--- src/logic/sotf_map.svh ---
// Register offsets, field widths, reset values and timing constants of the timing filter
`ifndef SOTF_MAP_SVH
`define SOTF_MAP_SVH

`define SOTF_REG_CTRL    8'h00
`define SOTF_REG_CYCLE   8'h04
`define SOTF_REG_BEAMS   8'h08
`define SOTF_REG_EDGES   8'h0c
`define SOTF_REG_OUTS    8'h10
`define SOTF_REG_OUT0    8'h20
`define SOTF_OUT_SHIFT   3
`define SOTF_DEPTH_W     8
`define SOTF_DEPTH_RST   8'h01
`define SOTF_CYCLE_RST   16'h03e8
`define SOTF_DUR_MAX_MS  16'hfde8
`define SOTF_US_PER_MS   27'h00003e8
`define SOTF_EL_W        27
`define SOTF_RESP_OKAY   2'h0
`define SOTF_RESP_DECERR 2'h3

`endif

--- src/logic/sotf_pkg.sv ---
// Shared types of the switching output timing filter
package sotf_pkg;

	typedef enum logic [2:0] {
		SOTF_TF_NONE,
		SOTF_TF_START,
		SOTF_TF_OFF,
		SOTF_TF_STRETCH,
		SOTF_TF_SUPPRESS
	} sotf_tfunc_t;

	typedef struct packed {
		logic [7:0]  end_beam;
		logic [7:0]  start_beam;
		logic [1:0]  spare;
		logic        track;
		logic        and_sel;
		logic        dark;
		sotf_tfunc_t func;
	} sotf_ocfg_t;

endpackage

--- src/logic/sotf_timer.sv ---
// Time function of one switching output, stepped once per measurement cycle
`timescale 1ns/1ps
`include "sotf_map.svh"

module sotf_timer (
	input  wire logic                 clk,
	input  wire logic                 rst_n,
	input  wire logic                 meas_tick,
	input  wire sotf_pkg::sotf_tfunc_t func,
	input  wire logic [15:0]          dur_ms,
	input  wire logic [15:0]          cycle_us,
	input  wire logic                 dark,
	input  wire logic                 det,
	output logic                      sw_out
);
	import sotf_pkg::*;

	typedef struct packed {
		logic                  out;
		logic                  fresh;
		logic [`SOTF_EL_W-1:0] el;
	} sotf_tmr_st_t;

	sotf_tmr_st_t          st;
	sotf_tmr_st_t          next_st;
	logic [`SOTF_EL_W-1:0] lim;
	logic [`SOTF_EL_W-1:0] inc;
	logic [`SOTF_EL_W:0]   sum;

	// Elapsed time grows by one measurement period per tick, so resolution is the cycle
	assign lim = `SOTF_EL_W'(dur_ms) * `SOTF_US_PER_MS;
	assign sum = {1'b0, st.el} + (`SOTF_EL_W+1)'(cycle_us);
	assign inc = sum[`SOTF_EL_W] ? '1 : sum[`SOTF_EL_W-1:0];

	always_comb begin
		next_st = st;
		if (meas_tick) begin
			case (func)
				SOTF_TF_START: begin
					if (!det) begin
						next_st.out = 1'b0;
						next_st.el  = '0;
					end else if (!st.out) begin
						if (inc >= lim) begin
							next_st.out = 1'b1;
							next_st.el  = '0;
						end else begin
							next_st.el = inc;
						end
					end
				end
				SOTF_TF_OFF: begin
					if (det) begin
						next_st.out = 1'b1;
						next_st.el  = '0;
					end else if (st.out) begin
						if (inc >= lim) begin
							next_st.out = 1'b0;
							next_st.el  = '0;
						end else begin
							next_st.el = inc;
						end
					end
				end
				SOTF_TF_STRETCH: begin
					if (det != st.out && (st.fresh || st.el >= lim)) begin
						next_st.out = det;
						next_st.el  = '0;
					end else begin
						next_st.el = inc;
					end
				end
				SOTF_TF_SUPPRESS: begin
					if (det == st.out) begin
						next_st.el = '0;
					end else if (inc >= lim) begin
						next_st.out = det;
						next_st.el  = '0;
					end else begin
						next_st.el = inc;
					end
				end
				default: begin
					next_st.out = det;
					next_st.el  = '0;
				end
			endcase
			next_st.fresh = st.fresh & (next_st.out == st.out);
		end
	end

	// Fresh holds until the first switch, so a stretch output follows its first change at once
	// Elapsed starts at zero so start and suppress delays still count on the first detection
	always_ff @(posedge clk or negedge rst_n) begin
		if (!rst_n) begin
			st <= '{out: 1'b0, fresh: 1'b1, el: '0};
		end else begin
			st <= next_st;
		end
	end

	// Light switching drives the output while nothing is detected
	assign sw_out = st.out ^ ~dark;
endmodule // sotf_timer

--- src/logic/sotf_filter.sv ---
// Beam filter, area evaluation and per-output timing with an AXI4-Lite register slave
`timescale 1ns/1ps
`include "sotf_map.svh"

module sotf_filter #(
	parameter int NB = 32,
	parameter int NO = 4
) (
	input  wire logic          clk,
	input  wire logic          rst_n,
	input  wire logic          meas_tick,
	input  wire logic [NB-1:0] beam_raw,
	output logic [NO-1:0]      sw_out,
	input  wire logic [7:0]    s_axi_awaddr,
	input  wire logic          s_axi_awvalid,
	output logic               s_axi_awready,
	input  wire logic [31:0]   s_axi_wdata,
	input  wire logic [3:0]    s_axi_wstrb,
	input  wire logic          s_axi_wvalid,
	output logic               s_axi_wready,
	output logic [1:0]         s_axi_bresp,
	output logic               s_axi_bvalid,
	input  wire logic          s_axi_bready,
	input  wire logic [7:0]    s_axi_araddr,
	input  wire logic          s_axi_arvalid,
	output logic               s_axi_arready,
	output logic [31:0]        s_axi_rdata,
	output logic [1:0]         s_axi_rresp,
	output logic               s_axi_rvalid,
	input  wire logic          s_axi_rready
);
	import sotf_pkg::*;

	typedef struct packed {
		logic [`SOTF_DEPTH_W-1:0]         depth;
		logic [15:0]                      cycle_us;
		sotf_ocfg_t [NO-1:0]              cfg;
		logic [NO-1:0][15:0]              dur;
		logic [NB-1:0]                    beams;
		logic [NB-1:0][`SOTF_DEPTH_W-1:0] cnt;
		logic                             awh;
		logic                             wh;
		logic [7:0]                       awaddr;
		logic [31:0]                      wdata;
		logic [3:0]                       wstrb;
		logic                             bvalid;
		logic [1:0]                       bresp;
		logic                             rvalid;
		logic [31:0]                      rdata;
		logic [1:0]                       rresp;
	} sotf_state_t;

	sotf_state_t                      s;
	sotf_state_t                      next_s;
	logic [NB-1:0]                    nb_beam;
	logic [NB-1:0][`SOTF_DEPTH_W-1:0] nb_cnt;
	logic [7:0]                       first_blocked_beam;
	logic [7:0]                       last_blocked_beam;
	logic                             any_blocked;
	logic [NO-1:0]                    area_stat;

	function automatic logic [31:0] merge(input logic [31:0] old, input logic [31:0] d,
		input logic [3:0] be);
		for (int i = 0; i < 4; i++) begin
			merge[8*i +: 8] = be[i] ? d[8*i +: 8] : old[8*i +: 8];
		end
	endfunction

	// Output slot of an address, or NO when the address is no output register
	function automatic int out_slot(input logic [7:0] a);
		logic [7:0] off;
		off = a - `SOTF_REG_OUT0;
		if (a < `SOTF_REG_OUT0 || int'(off >> `SOTF_OUT_SHIFT) >= NO) begin
			return NO;
		end
		return int'(off >> `SOTF_OUT_SHIFT);
	endfunction

	// A beam flips only after depth ticks that all disagree with its accepted state
	for (genvar b = 0; b < NB; b++) begin : g_beam
		logic hit;
		assign hit = (s.cnt[b] + 8'h01) >= s.depth;
		assign nb_beam[b] = (meas_tick && beam_raw[b] != s.beams[b] && hit) ?
			beam_raw[b] : s.beams[b];
		assign nb_cnt[b] = !meas_tick ? s.cnt[b] :
			(beam_raw[b] == s.beams[b] || hit) ? '0 : s.cnt[b] + 8'h01;
	end

	always_comb begin
		first_blocked_beam = '0;
		last_blocked_beam  = '0;
		any_blocked        = 1'b0;
		for (int i = NB - 1; i >= 0; i--) begin
			if (s.beams[i]) begin
				first_blocked_beam = 8'(i);
				any_blocked        = 1'b1;
			end
		end
		for (int i = 0; i < NB; i++) begin
			if (s.beams[i]) begin
				last_blocked_beam = 8'(i);
			end
		end
	end

	// An empty tracked area never counts as all blocked, so a lost web reads as a hole
	always_comb begin
		logic [7:0] lo;
		logic [7:0] hi;
		logic       all_b;
		logic       one_b;
		logic       in_r;
		lo    = '0;
		hi    = '0;
		all_b = 1'b0;
		one_b = 1'b0;
		in_r  = 1'b0;
		for (int k = 0; k < NO; k++) begin
			lo    = s.cfg[k].track ? first_blocked_beam : s.cfg[k].start_beam;
			hi    = s.cfg[k].track ? last_blocked_beam : s.cfg[k].end_beam;
			all_b = 1'b1;
			one_b = 1'b0;
			in_r  = 1'b0;
			for (int i = 0; i < NB; i++) begin
				if (8'(i) >= lo && 8'(i) <= hi) begin
					in_r  = 1'b1;
					all_b = all_b & s.beams[i];
					one_b = one_b | s.beams[i];
				end
			end
			area_stat[k] = s.cfg[k].and_sel ? (all_b & in_r) : one_b;
		end
	end

	for (genvar k = 0; k < NO; k++) begin : g_out
		sotf_timer u_timer (
			.clk       (clk),
			.rst_n     (rst_n),
			.meas_tick (meas_tick),
			.func      (s.cfg[k].func),
			.dur_ms    (s.dur[k]),
			.cycle_us  (s.cycle_us),
			.dark      (s.cfg[k].dark),
			.det       (area_stat[k]),
			.sw_out    (sw_out[k])
		);
	end

	always_comb begin
		logic [31:0] m;
		int          k;
		m      = '0;
		k      = 0;
		next_s = s;
		next_s.beams = nb_beam;
		next_s.cnt   = nb_cnt;
		if (s_axi_awvalid && s_axi_awready) begin
			next_s.awh    = 1'b1;
			next_s.awaddr = s_axi_awaddr;
		end
		if (s_axi_wvalid && s_axi_wready) begin
			next_s.wh    = 1'b1;
			next_s.wdata = s_axi_wdata;
			next_s.wstrb = s_axi_wstrb;
		end
		if (s.bvalid && s_axi_bready) begin
			next_s.bvalid = 1'b0;
		end
		if (s.awh && s.wh && !s.bvalid) begin
			next_s.awh    = 1'b0;
			next_s.wh     = 1'b0;
			next_s.bvalid = 1'b1;
			next_s.bresp  = `SOTF_RESP_OKAY;
			k = out_slot(s.awaddr);
			case ({2'b00, s.awaddr[7:2]})
				`SOTF_REG_CTRL >> 2: begin
					m            = merge(32'(s.depth), s.wdata, s.wstrb);
					next_s.depth = m[`SOTF_DEPTH_W-1:0];
				end
				`SOTF_REG_CYCLE >> 2: begin
					m               = merge(32'(s.cycle_us), s.wdata, s.wstrb);
					next_s.cycle_us = m[15:0];
				end
				`SOTF_REG_BEAMS >> 2, `SOTF_REG_EDGES >> 2, `SOTF_REG_OUTS >> 2: begin
					next_s.bresp = `SOTF_RESP_OKAY;
				end
				default: begin
					if (k == NO) begin
						next_s.bresp = `SOTF_RESP_DECERR;
					end else if (s.awaddr[2]) begin
						m = merge(32'(s.dur[k]), s.wdata, s.wstrb);
						next_s.dur[k] = (m[15:0] > `SOTF_DUR_MAX_MS) ?
							`SOTF_DUR_MAX_MS : m[15:0];
					end else begin
						m = merge(32'(s.cfg[k]), s.wdata, s.wstrb);
						next_s.cfg[k] = sotf_ocfg_t'(m[23:0]);
					end
				end
			endcase
		end
		if (s.rvalid && s_axi_rready) begin
			next_s.rvalid = 1'b0;
		end
		if (s_axi_arvalid && s_axi_arready) begin
			next_s.rvalid = 1'b1;
			next_s.rresp  = `SOTF_RESP_OKAY;
			next_s.rdata  = '0;
			k = out_slot(s_axi_araddr);
			case ({2'b00, s_axi_araddr[7:2]})
				`SOTF_REG_CTRL >> 2:  next_s.rdata = 32'(s.depth);
				`SOTF_REG_CYCLE >> 2: next_s.rdata = 32'(s.cycle_us);
				`SOTF_REG_BEAMS >> 2: next_s.rdata = 32'(s.beams);
				`SOTF_REG_EDGES >> 2: begin
					next_s.rdata = {15'h0000, any_blocked, last_blocked_beam, first_blocked_beam};
				end
				`SOTF_REG_OUTS >> 2:  next_s.rdata = 32'(sw_out);
				default: begin
					if (k == NO) begin
						next_s.rresp = `SOTF_RESP_DECERR;
					end else if (s_axi_araddr[2]) begin
						next_s.rdata = 32'(s.dur[k]);
					end else begin
						next_s.rdata = 32'(s.cfg[k]);
					end
				end
			endcase
		end
	end

	// Configuration resets to light switching, no time function and depth one
	always_ff @(posedge clk or negedge rst_n) begin
		if (!rst_n) begin
			s          <= '0;
			s.depth    <= `SOTF_DEPTH_RST;
			s.cycle_us <= `SOTF_CYCLE_RST;
		end else begin
			s <= next_s;
		end
	end

	// One write and one read held; a new read address waits for the previous answer, a write address only for the held write to land
	assign s_axi_awready = !s.awh;
	assign s_axi_wready  = !s.wh;
	assign s_axi_bvalid  = s.bvalid;
	assign s_axi_bresp   = s.bresp;
	assign s_axi_arready = !s.rvalid;
	assign s_axi_rvalid  = s.rvalid;
	assign s_axi_rdata   = s.rdata;
	assign s_axi_rresp   = s.rresp;
endmodule // sotf_filter

--- config.mk ---
export PLATFORM = sky130hd
export DESIGN_NAME = sotf_filter
export DESIGN_NICKNAME = d
export VERILOG_FILES = /design/src/logic/sotf_pkg.sv /design/src/logic/sotf_timer.sv /design/src/logic/sotf_filter.sv
export VERILOG_INCLUDE_DIRS = /design/src /design/src/logic
export SDC_FILE = /design/constraint.sdc
export NUM_CORES = 2
export LEC_CHECK = 0
export BUFFER_PORTS_ARGS = -buffer_cell sky130_fd_sc_hd__buf_2
export CORE_AREA = 2 2 260 455
export DETAILED_ROUTE_END_ITERATION = 12
export DIE_AREA = 0 0 262 457
export GPL_ROUTABILITY_DRIVEN = 1
export PLACE_DENSITY = 0.71
export SYNTH_ARGS = -nofsm -noshare
export SYNTH_HDL_FRONTEND = slang
export SYNTH_SLANG_ARGS = --single-unit
--- constraint.sdc ---
create_clock -name clk -period 19.45 [get_ports clk]
set_input_delay 0.9725 -clock clk [delete_from_list [all_inputs] [get_ports clk]]
set_output_delay 0.9725 -clock clk [all_outputs]
set_load 0.02 [all_outputs]
==> flow_summary.ini <==
[synthesis]
netlist_area_sq_mm = 0.0635
syn_area_per_cell_sq_um = 8.96
netlist_instances = 7079
yosys.cell_types.count = 105
syn_nets = 8139
async_reset_ff_frac = 1.00
synth_seq_area_share = 0.260
synth_ff_type = dfrtp_1
ys_ff_latch = 659
synth-edff-count = 0
yosysWarnings = 0

[clocking]
cts_buffers = 72
clk_path_buf_depth = 3
cts-resized-gates = 0
clk_pin_slew_ps = 70
hold_buffers = 0
cts.sinks = 659
clk_latency_ps = 740
htree_levels = 3
clockRootBuffer = clkbuf_16
post_cts_buffers = 0
cts_tree = yes

[final_layout]
final_common_cell = ha_1
nets = 8136
mostFrequentLayoutCells = ha_1 (748), dfrtp_1 (647), o21ai_0 (569)
multi_input_comb_area_sq_mm = 0.0438
syn_to_final_growth_pct = 7.49
final_area_sq_mm = 0.0682
drive_above_1_share = 0.0962
regArea_sq_mm = 0.0165
num-fill-cells = 10361

[status]
status = finished with violations
violations = max-capacitance violations, max-slew violations

[global_routing]
grt_pass1_vias = 59513
antenna_found_initial = 11
grt_max_degree = 253
grt-ovfl-total = 0
grt_pass1_wl_microns = 377000
globalRouteTotalUtil = 0.424

[timing]
min_period_ps = 9010
skew_ps = 52.2
setup_viol = 0
min_period_over_period = 0.463
drv_slew = 9
tightestPinTransition_ps = 1510
rsz0062_at_grt = false
fmax_mhz = 111
setup_tns_ps = 0
slew_headroom = -0.00912
hold_viol = 0

[floorplanning]
die_w_microns = 262
die_h_microns = 457
dieArea_sq_mm = 0.120
core_area_sq_mm = 0.116
io_pins = 137
start_util = 0.546
rows = 166

[setup_path]
crit_family = compound AO/OA/AOI/OAI gates
start_kind = flop
worstPathArrival_ps = 9640
cp.required_ps = 20080
slowest_delay_ps = 990
end_kind = flop
critPathKind = flop to flop
crit_buf_inv = 3
slowest_stage = nor2b_2
cp_max_fo = 26

[detailed_routing]
drc = 0
drtIter0Drc = 5722
antenna_left = 0
vias_per_cell = 6.86
wl_microns = 253000
wl_per_cell_microns = 29.3
dr.pass1.iters = 8
vias = 59387

[pwr]
p_leak_nw = 31.3
p_per_area_mw_per_mm2 = 179
peakVddDrop_mv = 0.296
power.total_mw = 12.2

[placed_design]
gp_congestion = 1.07
dp_hpwl_microns = 187000
port_buffers = 123
placed_cell_area_sq_mm = 0.0657

[hold_path]
hp-class = input pin to asynchronous set/reset pin

[flow_run]
cap_violations = 2
[cells by family (layout without fill, tap and decap cells)]
| group | Yosys count | after routing | share of synthesized area |
|---|---|---|---|
| compound gates | 1930 | 1930 | 0.200 |
| xor+xnor | 375 | 375 | 0.0518 |
| fa+ha+maj | 968 | 968 | 0.217 |
| buf+inv | 816 | 868 | 0.0516 |
| flops | 659 | 659 | 0.260 |
| mux | 293 | 293 | 0.0522 |
| other cells | 0 | 11 | 0 |
| simple gates | 2038 | 2038 | 0.168 |
[metal layers]
metal,GRT usage,up-vias,wire [microns]
met5,0.00124,-,79
met4,0.415,6,31000
met3,0.106,1293,19900
met2,0.704,2999,121000
met1,0.422,28969,81500
li1,-,26120,-
[through the flow]
step                setup WS (ps)  std cells   util  hold WS, ps
floorplan                   12070       7079      -          430
global placement            10700       8514  0.565          444
detailed placement          10520       8514  0.565          452
CTS                         10450       8643  0.586          295
global route                 9640       8644  0.586          322
finish                      10440       8654  0.586          273
[Yosys cell counts (160+ instances only)]
cell,n,area [sq um]
nor2_1,294,1100
clkbuf_1,245,920
ha_1,748,9360
nand2_1,415,1560
a21oi_1,431,2160
nand4_1,276,1730
fa_1,220,4400
o21ai_0,571,2860
nand3_1,265,1330
inv_1,469,1760
nor3_1,172,861
mux2_2,183,2060
xnor2_1,252,2210
dfrtp_1,648,16200
nand2b_1,160,1000
[state kept, by name (all words and copies together) (netlist names)]
signal / flops
s_axi_rresp: 1
s_axi_rdata: 32
g_out.u_timer.st: 116
s_axi_bvalid: 1
s_axi_rvalid: 1
s_axi_bresp: 1
s: 507
[power breakdown]
| part | internal (mW) | switching, mW | total (mW) |
|---|---|---|---|
| clock | 0.843 | 0.648 | 1.49 |
| sequential | 1.59 | 0.508 | 2.10 |
| combinational | 3.11 | 5.54 | 8.65 |
[final cells by class]
class | instances | area share
Clock buffer | 96 | 0.0295
Antenna cell | 11 | 0.000404
Multi-Input combinational cell | 5604 | 0.642
Tap cell | 1512 | 0.0277
Sequential cell | 659 | 0.242
Inverter | 471 | 0.0260
Timing Repair Buffer | 268 | 0.0256
Clock inverter | 33 | 0.00668
[final timing paths]
check	from	endpoint	slack, ps	depth (start not counted)
worst max-delay path	s[390]	g_out[1].u_timer.st[9]	10440	32
worst min-delay path	rst_n	g_out[0].u_timer.st[8]	270	1
worst max register to register	s[390]	g_out[1].u_timer.st[9]	10440	32
worst min register to register	s_axi_rdata[31]	s_axi_rdata[31]	460	2
max in group asynchronous	rst_n	s[222]	16050	4
min in group clk	s_axi_bready	s_axi_bvalid	430	2
Power figures use the tool's default switching activity.
